`config.mk`:
```
export PLATFORM = sky130hd
export DESIGN_NAME = ueim_top
export DESIGN_NICKNAME = d
export VERILOG_FILES = /design/src/rtl/ueim_top.v
export VERILOG_INCLUDE_DIRS = /design/src /design/src/rtl
export SDC_FILE = /design/constraint.sdc
export NUM_CORES = 1
export LEC_CHECK = 0
export ABC_AREA = 1
export BUFFER_PORTS_ARGS = -buffer_cell sky130_fd_sc_hd__buf_4
export CORE_MARGIN = 4
export CORE_UTILIZATION = 47
export CTS_BUF_LIST = sky130_fd_sc_hd__clkbuf_16
export CTS_CLUSTER_SIZE = 8
export DETAILED_ROUTE_END_ITERATION = 8
export GPL_TIMING_DRIVEN = 0
export PLACE_DENSITY = 0.79
export SKIP_LAST_GASP = 1
export SYNTH_ARGS = -nofsm -noshare
export SYNTH_HDL_FRONTEND = slang
export SYNTH_SLANG_ARGS = --single-unit
export TNS_END_PERCENT = 10
```
`constraint.sdc`:
```
create_clock -name aclk -period 1.41 [get_ports aclk]
set_input_delay 0.141 -clock aclk [delete_from_list [all_inputs] [get_ports aclk]]
set_output_delay 0.141 -clock aclk [all_outputs]
set_load 0.01 [all_outputs]
```
`src/rtl/ueim_defs.vh`:
```
`ifndef UEIM_DEFS_VH
`define UEIM_DEFS_VH

// register byte offsets
`define UEIM_OFF_IRQ_STATUS     4'h0
`define UEIM_OFF_IRQ_ENABLE     4'h4
`define UEIM_OFF_ERR_STATUS     4'h8
`define UEIM_OFF_ERR_ENABLE     4'hc

// error register field positions
`define UEIM_BIT_PID            0
`define UEIM_BIT_TOKEN_CRC      1
`define UEIM_BIT_DATA_CRC       2
`define UEIM_BIT_FIELD_SIZE     3
`define UEIM_BIT_TURNAROUND     4
`define UEIM_BIT_BITSTUFF       7

// implemented bits of the error registers, bits 6:5 are absent
`define UEIM_ERR_IMPL_MASK      8'h9f
// implemented bits of the interrupt enable register
`define UEIM_IRQ_EN_IMPL_MASK   8'h7f
// summary flag position in the status and enable registers
`define UEIM_BIT_SUMMARY        1

// reset values
`define UEIM_RST_ERR_ENABLE     8'h00
`define UEIM_RST_ERR_STATUS     8'h00
`define UEIM_RST_IRQ_ENABLE     8'h00

// bus turnaround limit in bit times of idle after end of packet
`define UEIM_TURN_LIMIT         5'd16

// bus responses
`define UEIM_RESP_OKAY          2'b00
`define UEIM_RESP_SLVERR        2'b10

`endif

```
`src/rtl/ueim_top.v`:
```
// How it works
// [RL1] set enable bit lets its flag through
// [RL2] flags set regardless of enable bits
// [RL3] bit 7 gates bit stuff error
// [RL4] bit 4 gates turnaround time-out
// [RL5] bit 3 gates data field size error
// [RL6] bit 2 gates data crc failure
// [RL7] bit 1 gates token crc error
// [RL8] bit 0 gates pid check failure
// [RL9] enable bits 6:5 read zero, ignore writes
// [RL10] usb clock must be 48 mhz
// [RL11] summary is or of enabled flags
// [RL12] flags set at once, cleared writing zero
// [RL13] summary flag is read only status
// [RL14] time-out after over 16 idle bit times
// [RL15] all enable bits reset to zero
//
// Register access over AXI4-Lite and the placing of the registers were chosen for this implementation.
`timescale 1ns/1ns
`include "ueim_defs.vh"

module ueim_top (
    // clock and reset
    input  wire        aclk,
    input  wire        aresetn,
    // axi4-lite write address
    input  wire [3:0]  s_axi_awaddr,
    input  wire        s_axi_awvalid,
    output reg         s_axi_awready,
    // axi4-lite write data
    input  wire [31:0] s_axi_wdata,
    input  wire [3:0]  s_axi_wstrb,
    input  wire        s_axi_wvalid,
    output reg         s_axi_wready,
    // axi4-lite write response
    output reg  [1:0]  s_axi_bresp,
    output reg         s_axi_bvalid,
    input  wire        s_axi_bready,
    // axi4-lite read address
    input  wire [3:0]  s_axi_araddr,
    input  wire        s_axi_arvalid,
    output reg         s_axi_arready,
    // axi4-lite read data
    output reg  [31:0] s_axi_rdata,
    output reg  [1:0]  s_axi_rresp,
    output reg         s_axi_rvalid,
    input  wire        s_axi_rready,
    // error detections from the serial interface engine
    input  wire        bitstuff_err_det,
    input  wire        field_size_err_det,
    input  wire        data_crc_fail_det,
    input  wire        token_crc_err_det,
    input  wire        pid_check_err_det,
    // line timing for the turnaround watch
    input  wire        bit_tick,
    input  wire        eop_seen,
    input  wire        bus_idle,
    input  wire        reply_expected,
    // to the interrupt logic
    output reg         usb_error_summary_flag,
    output reg         usb_irq
);

    // registers
    reg  [7:0]  usb_error_irq_enable;
    reg  [7:0]  usb_error_irq_status;
    reg  [7:0]  usb_irq_enable;

    // write channel holding
    reg         aw_held;
    reg         w_held;
    reg  [3:0]  wr_addr;
    reg  [31:0] wr_data;
    reg  [3:0]  wr_strb;

    // turnaround watch
    reg  [4:0]  idle_bits;
    reg         turn_armed;
    wire        turn_timeout;

    // write decode
    wire        wr_fire;
    wire        wr_lane0;
    wire        wr_err_status;
    wire        wr_err_enable;
    wire        wr_irq_enable;
    wire        wr_mapped;

    // status update
    reg  [7:0]  err_events;
    reg  [7:0]  next_err_status;
    wire [7:0]  enabled_errors;
    wire        next_summary;
    wire [7:0]  irq_status_view;

    // read decode
    reg  [7:0]  rd_byte;
    reg         rd_mapped;

    assign wr_fire       = aw_held && w_held && !s_axi_bvalid;
    assign wr_lane0      = wr_strb[0];
    assign wr_err_status = wr_fire && wr_lane0
                           && (wr_addr == `UEIM_OFF_ERR_STATUS);
    assign wr_err_enable = wr_fire && wr_lane0
                           && (wr_addr == `UEIM_OFF_ERR_ENABLE);
    assign wr_irq_enable = wr_fire && wr_lane0
                           && (wr_addr == `UEIM_OFF_IRQ_ENABLE);
    assign wr_mapped     = (wr_addr == `UEIM_OFF_IRQ_STATUS)
                           || (wr_addr == `UEIM_OFF_IRQ_ENABLE)
                           || (wr_addr == `UEIM_OFF_ERR_STATUS)
                           || (wr_addr == `UEIM_OFF_ERR_ENABLE);

    // write address channel, held until the data also arrives
    always @(posedge aclk) begin
        if (!aresetn) begin
            aw_held       <= 1'b0;
            wr_addr       <= 4'h0;
            s_axi_awready <= 1'b0;
        end else begin
            // ready must not wait for valid to drop, or a master
            // holding valid high would stall the channel forever
            s_axi_awready <= !aw_held && !s_axi_bvalid;
            if (s_axi_awvalid && s_axi_awready) begin
                aw_held       <= 1'b1;
                wr_addr       <= {s_axi_awaddr[3:2], 2'b00};
                s_axi_awready <= 1'b0;
            end else if (wr_fire) begin
                aw_held <= 1'b0;
            end
        end
    end

    // write data channel
    always @(posedge aclk) begin
        if (!aresetn) begin
            w_held       <= 1'b0;
            wr_data      <= 32'h0000_0000;
            wr_strb      <= 4'h0;
            s_axi_wready <= 1'b0;
        end else begin
            // same reasoning as the address channel
            s_axi_wready <= !w_held && !s_axi_bvalid;
            if (s_axi_wvalid && s_axi_wready) begin
                w_held       <= 1'b1;
                wr_data      <= s_axi_wdata;
                wr_strb      <= s_axi_wstrb;
                s_axi_wready <= 1'b0;
            end else if (wr_fire) begin
                w_held <= 1'b0;
            end
        end
    end

    // write response follows both halves
    always @(posedge aclk) begin
        if (!aresetn) begin
            s_axi_bvalid <= 1'b0;
            s_axi_bresp  <= `UEIM_RESP_OKAY;
        end else if (wr_fire) begin
            s_axi_bvalid <= 1'b1;
            s_axi_bresp  <= wr_mapped ? `UEIM_RESP_OKAY
                                      : `UEIM_RESP_SLVERR;
        end else if (s_axi_bvalid && s_axi_bready) begin
            s_axi_bvalid <= 1'b0;
        end
    end

    // enable registers; absent bits never store
    always @(posedge aclk) begin
        if (!aresetn) begin
            // [RL15] enables start cleared
            usb_error_irq_enable <= `UEIM_RST_ERR_ENABLE;
            usb_irq_enable       <= `UEIM_RST_IRQ_ENABLE;
        end else begin
            // [RL9] bits 6:5 masked
            if (wr_err_enable)
                usb_error_irq_enable <= wr_data[7:0]
                                        & `UEIM_ERR_IMPL_MASK;
            if (wr_irq_enable)
                usb_irq_enable <= wr_data[7:0]
                                  & `UEIM_IRQ_EN_IMPL_MASK;
        end
    end

    // [RL14] idle bit counter after eop
    always @(posedge aclk) begin
        if (!aresetn) begin
            idle_bits  <= 5'd0;
            turn_armed <= 1'b0;
        end else if (eop_seen) begin
            idle_bits  <= 5'd0;
            turn_armed <= 1'b1;
        end else if (!bus_idle || !reply_expected || turn_timeout) begin
            idle_bits  <= 5'd0;
            turn_armed <= 1'b0;
        end else if (bit_tick) begin
            idle_bits <= idle_bits + 5'd1;
        end
    end

    // [RL14] fires on the seventeenth idle bit
    assign turn_timeout = turn_armed && bus_idle && reply_expected
                          && bit_tick && (idle_bits == `UEIM_TURN_LIMIT);

    always @* begin
        err_events = 8'h00;
        err_events[`UEIM_BIT_BITSTUFF]   = bitstuff_err_det;
        err_events[`UEIM_BIT_TURNAROUND] = turn_timeout;
        err_events[`UEIM_BIT_FIELD_SIZE] = field_size_err_det;
        err_events[`UEIM_BIT_DATA_CRC]   = data_crc_fail_det;
        err_events[`UEIM_BIT_TOKEN_CRC]  = token_crc_err_det;
        err_events[`UEIM_BIT_PID]        = pid_check_err_det;
    end

    // writing zero clears; a fresh event in the same cycle wins
    always @* begin
        next_err_status = usb_error_irq_status;
        // [RL12] clear by writing zero
        if (wr_err_status)
            next_err_status = usb_error_irq_status & wr_data[7:0];
        // [RL2] set regardless of enables
        next_err_status = (next_err_status | err_events)
                          & `UEIM_ERR_IMPL_MASK;
    end

    always @(posedge aclk) begin
        if (!aresetn)
            usb_error_irq_status <= `UEIM_RST_ERR_STATUS;
        else
            usb_error_irq_status <= next_err_status;
    end

    // [RL1] per-bit gating of flags
    genvar g;
    generate
        for (g = 0; g < 8; g = g + 1) begin : gate
            // [RL3] [RL4] [RL5] [RL6] [RL7] [RL8] enable per bit
            assign enabled_errors[g] = usb_error_irq_status[g]
                                       & usb_error_irq_enable[g];
        end
    endgenerate

    // [RL11] or of enabled flags
    assign next_summary = |enabled_errors;

    // [RL13] summary only follows the flags, no write path
    always @(posedge aclk) begin
        if (!aresetn) begin
            usb_error_summary_flag <= 1'b0;
            usb_irq                <= 1'b0;
        end else begin
            usb_error_summary_flag <= next_summary;
            usb_irq <= next_summary
                       & usb_irq_enable[`UEIM_BIT_SUMMARY];
        end
    end

    // only the summary bit is modelled here; others read zero
    assign irq_status_view = {6'b000000, usb_error_summary_flag, 1'b0};

    always @* begin
        rd_byte   = 8'h00;
        rd_mapped = 1'b1;
        case ({s_axi_araddr[3:2], 2'b00})
            `UEIM_OFF_IRQ_STATUS: rd_byte = irq_status_view;
            `UEIM_OFF_IRQ_ENABLE: rd_byte = usb_irq_enable;
            `UEIM_OFF_ERR_STATUS: rd_byte = usb_error_irq_status;
            `UEIM_OFF_ERR_ENABLE: rd_byte = usb_error_irq_enable;
            default:              rd_mapped = 1'b0;
        endcase
    end

    // read channel: one read at a time, data held until taken
    always @(posedge aclk) begin
        if (!aresetn) begin
            s_axi_arready <= 1'b0;
            s_axi_rvalid  <= 1'b0;
            s_axi_rdata   <= 32'h0000_0000;
            s_axi_rresp   <= `UEIM_RESP_OKAY;
        end else begin
            // free slot only; a waiting arvalid is taken next edge
            s_axi_arready <= !s_axi_rvalid;
            if (s_axi_arvalid && s_axi_arready) begin
                s_axi_arready <= 1'b0;
                s_axi_rvalid  <= 1'b1;
                s_axi_rdata   <= {24'h000000, rd_byte};
                s_axi_rresp   <= rd_mapped ? `UEIM_RESP_OKAY
                                           : `UEIM_RESP_SLVERR;
            end else if (s_axi_rvalid && s_axi_rready) begin
                s_axi_rvalid <= 1'b0;
            end
        end
    end

endmodule

```
==> results of run 1 <==
==> critical path, delay by kind of cell, from the launching register on <==
kind	cells	cell delay, ns
buf+inv	1	0.15
simple gates	7	0.64
flops	1	0.37
==> cell usage after synthesis, drive strengths merged <==
library cell	count	area share [%]
a21oi	22	4.6
a31oi	1	0.26
and3	1	0.26
buf	31	9.9
clkbuf	5	0.78
conb	1	0.16
dfxtp	54	45
ha	2	1.0
inv	30	4.7
nand2	99	16
nand3	10	2.1
nand3b	1	0.31
nand4	8	2.1
nor2	51	8.9
nor4	2	0.52
o21ai	12	2.5
o31ai	1	0.31
or2	1	0.26
xnor2	1	0.36
xor2	1	0.36
==> layer usage <==
metal	wire (um)	part of all wire, %	global-route usage (%)
met2	2390	46	28.0
met1	2300	45	19.9
met3	378	7.3	4.29
met4	80	1.6	6.70
met5	0	0	0
==> state kept, by name, indices dropped and copies added, names as in the netlist <==
signal and count:
s_axi_rdata 8, wr_data 8, usb_irq_enable 7, usb_error_irq_enable 6, usb_error_irq_status 6, idle_bits 5, wr_addr 2, aw_held 1
s_axi_arready 1, s_axi_awready 1, s_axi_bresp 1, s_axi_bvalid 1, s_axi_rvalid 1, s_axi_wready 1, turn_armed 1, usb_error_summary_flag 1
usb_irq 1, w_held 1, wr_strb 1
==> power breakdown <==
part / internal, W / total [W] / switching [W]
combinational: 0.000164 / 0.000358 / 0.000194
sequential: 0.00158 / 0.00161 / 0.0000318
clock: 0.000642 / 0.00115 / 0.000505
==> final cells by class <==
type / count / area, um^2 / area share (%)
Buffer: 36 / 256 / 8.37
Clock buffer: 5 / 125 / 4.08
Clock inverter: 3 / 12.5 / 0.408
Inverter: 30 / 113 / 3.67
Multi-Input combinational cell: 240 / 1060 / 34.4
Sequential cell: 54 / 1080 / 35.3
Tap cell: 67 / 83.8 / 2.73
Timing Repair Buffer: 45 / 338 / 11.0
==> worst paths after layout <==
path / endpoint / depth (start not counted)
worst max register to register: usb_irq_enable[6] / 8
worst min-delay path: s_axi_rvalid / 2
worst min register to register: s_axi_arready / 1
worst max-delay path: usb_irq_enable[6] / 8
==> cell families (layout without fill, tap and decap cells) <==
group,Yosys count,in the layout
flip-flops,54,54
adder cells (fa/ha/maj),2,2
buffers and inverters,66,119
other,1,27
XOR/XNOR,2,2
AO/OA/AOI/OAI,36,36
AND/OR/NAND/NOR,173,173
==> per-stage QoR <==
stage,setup slack (ns),instances,util (%),hold WS (ns)
6_report,0.141,480,63.2,0.0289
5_1_grt,0.0372,480,63.2,0.0230
2_1_floorplan,0.241,360,-,0.244
3_3_place_gp,0.115,469,59.9,0.331
3_5_place_dp,0.0932,469,59.9,0.333
4_1_cts,0.0823,477,62.8,0.0282
==> results.md, run 1 <==
- Final non-filler cell area: 3070 um^2
- Worst EP required: 1.59 ns
- Final Wtd Congestion: 0.807
- Endpoint class of the critical path: flop
- Simple-gate share of the synthesized area: 30.2%
- DRC: 0
- Root buf cell: clkbuf_16
- Share of layout cells above drive strength 1: 21.5%
- CTS Hold Bufs: 0
- PortBufs: 42
- Vias per Instance: 4.43
- F_max: 0.788 GHz
- Clk_skew: 0.00585 ns
- Vias in the first global route: 1940
- Post-DRT Antenna Nets: 0
- Fin. max-slew vios: 0
- Fin crit period: 1.27 ns
- Max Cap Viol: 0
- RSZ-0062 raised after global routing: no
- Die X: 79.6 um
- CTS tree: done
- Setup total negative slack: 0 ns
- Finish-stage setup viols: 0
- Clock slew at reported path FFs: 0.07 ns
- GRT Resource Usage Total: 16.6%
- # nets final: 474
- Yosys reg bits: 54
- Site Rows: 25
- Worst path slowest cell: dfxtp_1
- Placed Area: 2910 um^2
- WP data arrival: 1.45 ns
- Vias after detailed routing: 2127
- Reg2Reg Setup Slack: 0.14 ns
- Leakage power figure: 1.50 nW
- Clk sink count: 54
- Mapped Cells: 334
- Post-DP HPWL: 3970 um
- Pwr dens: 1020 nW/um^2
- Worst setup path class: flop to flop
- Compound-Gate Fraction of Synth Area: 7.64%
- Largest net degree at the start of global routing: 16
- Worst Hold Class: primary input to flop
- Core box area: 4850 um^2
- CTS H-Tree Depth: 2
- Average cell area after synthesis: 7.21 um^2
- Mux contribution to synthesized area: 0%
- Peak supply drop: 0.573 mV
- Hold Fails Final Rpt: 0
- Worst setup SP type: flop
- Initial core utilization: 49.7%
- Die Ht: 79.6 um
- Clk_lat worst skew: 0.29 ns
- ANT cells: 0
- Count of cell types in the netlist: 26
- Cts repair resizes: 0
- Max incr delay on CP: 0.37 ns
- XOR/XNOR Fraction of Synth Area: 0.727%
- Synth warnings: 0
- CTS Buffer Depth: 2
- Gr ovfl total: 0
- Fillers: 444
- Drt wl/cell: 10.7 um
- Most frequent cells in the layout: nand2_1 (97), buf_4 (73), dfxtp_1 (54), nor2_1 (48), inv_1 (30)
- Worst r2r src: w_held
- Worst-path cell chain: nand2_2, nor2_4, nand2_4, nor2_4, buf_6, nand2_1, nand2_1, nor2_1
- Total CTS buffers: 5
- Drt first pass iters: 4
- Critical Path Source: w_held
- Most common cell after layout, fill and taps aside: nand2_1
- Wirelength, routed: 5150 um
- Worst Path Max Fanout: 10
- Post-synthesis sequential area ratio: 44.9%
- Adder-Cell Fraction of Synth Area: 1.04%
- I/O Pins: 103
- Area Growth Syn to Fin: 27.3%
- Crit share post-route: 90.0%
- DR iter-0 viols: 117
- Status: finished, final reports clean
- First-pass GRT wire length: 8250 um
- Beginning of the worst hold path: s_axi_rready
- Die Area: 6330 um^2
- Synth Cell Area: 2410 um^2
- Post-CTS setup buffers: 0
- Initial antenna violation count: 0
- Largest family of logic cells by synthesized area: simple AND/OR/NAND/NOR gates
- Total power: 0.00312 W
Note: power is estimated with default switching activity, not from simulation.
==> run 2: changes to the inputs <==
--- a/config.mk
+++ b/config.mk
@@ -16,4 +16,5 @@
 export GPL_TIMING_DRIVEN = 0
 export PLACE_DENSITY = 0.79
+export RECOVER_POWER = 100
 export SKIP_LAST_GASP = 1
 export SYNTH_ARGS = -nofsm -noshare
==> constraint.sdc (replaced) <==
create_clock -name aclk -period 1.41 [get_ports aclk]
set_input_delay 0.141 -clock aclk [delete_from_list [all_inputs] [get_ports aclk]]
set_output_delay 0.141 -clock aclk [all_outputs]
set_load 0.02 [all_outputs]
==> run 2 against run 1 <==
Compared with the run above: die area stayed put; core utilization is 1.4 points lower; maximum frequency is 0.70% higher; setup slack better by 0.0088 ns; power is 1.1% higher; clock power hardly changed; critical endpoint unchanged; flip-flop and latch count stayed put; cell count stayed put; design area is 2.2% lower.
==> results.md, run 2 (synthesis gave the netlist of run 1 again) <==
- Status: finished, final reports clean
- Top layer in use: met4
- Worst-path cell chain: nand2_2, nor2_4, nand2_4, nor2_4, buf_6, nand2_1, nand2_1, nor2_1
- Total power: 0.00315 W
- Hold endpoint: s_axi_rvalid
- Clk sink count: 54
- Combinational power share: 12.4%
- Worst Path Max Fanout: 10
- Crit-path leading delay family: simple AND/OR/NAND/NOR gates
- Die X: 79.6 um
- Final Wtd Congestion: 0.807
- PortBufs: 42
- Sw Ratio: 24.6%
- Crit share post-route: 89.3%
- CTS tree: done
- Post-DP HPWL: 3970 um
- Placed Area: 2910 um^2
- Vias after detailed routing: 2149
- RR Endpoint: usb_irq_enable[6]
- CTS Buffer Depth: 2
- Wirelength, routed: 5140 um
- Worst r2r src: aw_held
- Most common cell after layout, fill and taps aside: nand2_1
- Final non-filler cell area: 3000 um^2
- Site Rows: 25
- RSZ-0062 raised after global routing: no
- # nets final: 474
- Clock slew at reported path FFs: 0.07 ns
- Initial core utilization: 49.7%
- Sequential share of power: 51.1%
- Met2 wire length: 2380 um
- Die Area: 6330 um^2
- CTS H-Tree Depth: 2
- Endpoint class of the critical path: flop
- Fin. max-slew vios: 0
- Worst setup path class: flop to flop
- Met3 Wirelength: 373 um
- DRC: 0
- Hold_ws: 0.0282 ns
- Drt wl/cell: 10.7 um
- Vias in the first global route: 1940
- Internal power: 0.00238 W
- Worst EP required: 1.59 ns
- Reg2Reg Setup Slack: 0.15 ns
- Peak supply drop: 0.580 mV
- Worst Hold Class: primary input to flop
- Pwr dens: 1050 nW/um^2
- Hold Path Depth: 2
- Hold Fails Final Rpt: 0
- Vias per Instance: 4.48
- ANT cells: 0
- Clk_lat worst skew: 0.29 ns
- Fin util: 61.8%
- Worst setup SP type: flop
- Core box area: 4850 um^2
- Drt first pass iters: 5
- WP data arrival: 1.44 ns
- Gr ovfl total: 0
- Routed metal-1 wirelength: 2300 um
- Root buf cell: clkbuf_16
- Post-DRT Antenna Nets: 0
- Worst r2r path cells: 8
- Largest net degree at the start of global routing: 16
- I/O Pins: 103
- DR iter-0 viols: 109
- Total CTS buffers: 5
- Max incr delay on CP: 0.36 ns
- Die Ht: 79.6 um
- Clk_skew: 0.00601 ns
- Switching pwr: 0.000774 W
- Setup total negative slack: 0 ns
- CTS Hold Bufs: 0
- Most frequent cells in the layout: nand2_1 (97), buf_4 (55), dfxtp_1 (54), nor2_1 (48), inv_1 (30)
- Clock power share: 36.5%
- Finish-stage setup viols: 0
- Leakage power figure: 1.43 nW
- F_max: 0.794 GHz
- Max Cap Viol: 0
- Beginning of the worst hold path: s_axi_rready
- First-pass GRT wire length: 8250 um
- Buf+Inv Stages, Crit Path: 1
- Area Growth Syn to Fin: 24.5%
- GRT Resource Usage Total: 16.6%
- Worst path slowest cell: dfxtp_1
- Fin crit period: 1.26 ns
- Initial antenna violation count: 0
- Biggest regs: s_axi_rdata (8), wr_data (8), usb_irq_enable (7)
- Share of layout cells above drive strength 1: 17.2%
[run 2: cell count changes in the layout (fill, tap and decap cells not counted), sizes merged]
| cell | delta |
|---|---|
| buf | -18 |
| clkbuf | +18 |
[run 2: cell type report]
class	instances	area (um^2)
Fill cell	461	1850
Sequential cell	54	1080
Multi-Input combinational cell	240	1060
Buffer	36	256
Timing Repair Buffer	45	270
Clock buffer	5	125
Tap cell	67	83.8
Inverter	30	113
Clock inverter	3	12.5
[run 2: worst max path at each step]
| stage | from | endpoint | slack, ns | depth (start not counted) |
|---|---|---|---|---|
| global placement | aw_held | usb_irq_enable[5] | 0.12 | 8 |
| finish | aw_held | usb_irq_enable[6] | 0.15 | 8 |
| floorplan | s_axi_bvalid | usb_irq_enable[4] | 0.19 | 7 |
| global route | w_held | usb_irq_enable[4] | 0.04 | 8 |
| CTS | w_held | usb_irq_enable[6] | 0.08 | 8 |
| detailed placement | w_held | usb_irq_enable[6] | 0.09 | 8 |
[run 2: worst reg2reg max path, cell delays in order, from the launching register on]
cell	delay, ns
dfxtp_1	0.36
nand2_2	0.08
nor2_4	0.19
nand2_4	0.09
nor2_4	0.13
buf_6	0.15
nand2_1	0.05
nand2_1	0.06
nor2_1	0.04
[run 2: repair_timing]
item | in CTS | in global routing
buffers inserted | 0 | 3
endpoints found under the setup margin | 0 | 3
gates resized for setup | 0 | 0
[run 2: power by group through the flow]
stage	Sequential, W	Combinational, W	Clock, W
3_3_place_gp	0.00164	0.000389	0
4_1_cts	0.00161	0.000394	0.00117
3_5_place_dp	0.00164	0.000393	0
2_1_floorplan	0.00165	0.000261	0
6_report	0.00161	0.000390	0.00115
5_1_grt	0.00161	0.000433	0.00123
[run 2: metal layers]
metal  global-route usage [%]  up-vias
met5                        0        -
met4                     6.70        0
met3                     4.29       12
met2                     28.0       80
met1                     19.9      908
li1                         -     1149
[run 2: metrics by stage]
| stage | std cells | worst slack, ns |
|---|---|---|
| CTS | 477 | 0.0823 |
| finish | 480 | 0.150 |
| global route | 480 | 0.0392 |
| global placement | 469 | 0.115 |
| floorplan | 360 | 0.191 |
| detailed placement | 469 | 0.0932 |
==> run 3: changes to the inputs <==
CTS_BUF_LIST = not set   (was sky130_fd_sc_hd__clkbuf_16)
==> run 3 against run 2 <==
Compared with the run above: sequential share of layout area increased by 0.40 points; critical path depth unchanged; design area decreased by 1.1%; core utilization decreased by 0.67 points; largest power group unchanged; flip-flop and latch count unchanged; wire length decreased by 1.7%; maximum frequency decreased by 1.6%; non-clock buffer count increased by 1; sequential power about the same; highest routed layer unchanged; first-iteration DRC count decreased by 12%; critical endpoint unchanged; hold slack improved by 0.012 ns.
==> results.md, run 3 (synthesis gave the netlist of run 1 again) <==
- Status: finished, final reports clean
- Leakage power figure: 1.41 nW
- Hold_ws: 0.0405 ns
- F_max: 0.781 GHz
- Hold Fails Final Rpt: 0
- Cts repair resizes: 0
- Worst EP required: 1.61 ns
- Die Area: 6330 um^2
- CTS Buffer Depth: 2
- Die X: 79.6 um
- DRC: 0
- Initial antenna violation count: 0
- Worst Path Max Fanout: 10
- Clk_skew: 0.00974 ns
- Most common cell after layout, fill and taps aside: nand2_1
- Fin. max-slew vios: 0
- Reg area: 1080 um^2
- Worst setup path class: flop to flop
- Clk_lat worst skew: 0.30 ns
- Total power: 0.00287 W
- PortBufs: 42
- Gr ovfl total: 0
- Largest net degree at the start of global routing: 16
- Vias in the first global route: 1899
- # nets final: 475
- Placed Area: 2910 um^2
- Finish-stage setup viols: 0
- Wirelength, routed: 5060 um
- Site Rows: 25
- Post-DP HPWL: 3970 um
- Pwr dens: 968 nW/um^2
- Vias after detailed routing: 2126
- I/O Pins: 103
- Die Ht: 79.6 um
- Peak supply drop: 0.656 mV
- RSZ-0062 raised after global routing: no
- Clock slew at reported path FFs: 0.09 ns
- Share of layout cells above drive strength 1: 17.6%
- Setup total negative slack: 0 ns
- Worst Hold Class: primary input to flop
- WP data arrival: 1.48 ns
- Max Cap Viol: 0
- Area Growth Syn to Fin: 23.1%
- Fillers: 478
- Initial core utilization: 49.7%
- GRT Resource Usage Total: 16.1%
- ANT cells: 0
- Biggest regs: s_axi_rdata (8), wr_data (8), usb_irq_enable (7)
- Core box area: 4850 um^2
- Worst setup SP type: flop
- First-pass GRT wire length: 8070 um
- Total CTS buffers: 5
- Final non-filler cell area: 2970 um^2
- Vias per Instance: 4.42
- CTS tree: done
- Multi-input gate area: 1060 um^2
- DR iter-0 viols: 96
- Drt wl/cell: 10.5 um
- Drt first pass iters: 6
- Crit share post-route: 90.8%
- CTS H-Tree Depth: 2
- Most frequent cells in the layout: nand2_1 (97), buf_4 (56), dfxtp_1 (54), nor2_1 (48), inv_1 (29)
- Root buf cell: clkbuf_8
- Endpoint class of the critical path: flop
- Fin crit period: 1.28 ns
- Clk sink count: 54
- Post-DRT Antenna Nets: 0
- Final Wtd Congestion: 0.807
[run 3: cell count changes in the layout (fill, tap and decap cells not counted), sizes merged]
cell / before / now
clkinv: 2 / 1
inv: 31 / 30
clkbuf: 28 / 29
dlygate4sd3: 0 / 1
buf: 58 / 59
[run 3: timing repair]
| item | in CTS | in global routing |
|---|---|---|
| endpoints found under the setup margin | 0 | 3 |
| hold endpoints to repair | 0 | 1 |
| hold buffers | 0 | 1 |
| buffers inserted | 0 | 3 |
[run 3: cell type report]
cell class	instances	share of cell area [%]
Sequential cell	54	36.5
Multi-Input combinational cell	240	35.6
Timing Repair Buffer	46	9.58
Buffer	36	8.65
Inverter	30	3.80
Clock buffer	7	2.91
Tap cell	67	2.83
Clock inverter	1	0.169
[run 3: worst max-delay path: stages (launching register included)]
cell	delay, ns
dfxtp_1	0.39
nand2_2	0.08
nor2_4	0.18
nand2_4	0.09
nor2_4	0.13
buf_6	0.15
nand2_1	0.05
nand2_1	0.06
nor2_1	0.04
[run 3: final timing paths]
check / from / to / slack, ns / depth (start not counted)
setup / recovery: w_held / usb_irq_enable[6] / 0.13 / 8
hold reg to reg: s_axi_rvalid / s_axi_arready / 0.44 / 1
hold / removal: eop_seen / turn_armed / 0.04 / 3
setup reg to reg: w_held / usb_irq_enable[6] / 0.13 / 8
[run 3: metal layers]
| layer | global-route usage (%) | vias up | share of wire (%) |
|---|---|---|---|
| met3 | 4.29 | 10 | 7.5 |
| met4 | 5.84 | 0 | 1.6 |
| li1 | - | 1145 | - |
| met5 | 0 | - | 0 |
| met1 | 19.5 | 903 | 45 |
| met2 | 27.3 | 68 | 46 |
[run 3: power breakdown]
part           switching [W]  internal [W]
Combinational       0.000234      0.000157
Sequential         0.0000315       0.00158
Clock               0.000472      0.000397
[run 3: through the flow]
| step | cells | setup slack (ns) | util (%) |
|---|---|---|---|
| final | 481 | 0.129 | 61.2 |
| after global routing | 481 | 0.0375 | 61.2 |
| after CTS | 477 | 0.0710 | 61.8 |
| after detailed placement | 469 | 0.0932 | 59.9 |
| after global placement | 469 | 0.115 | 59.9 |
| after floorplan | 360 | 0.191 | - |
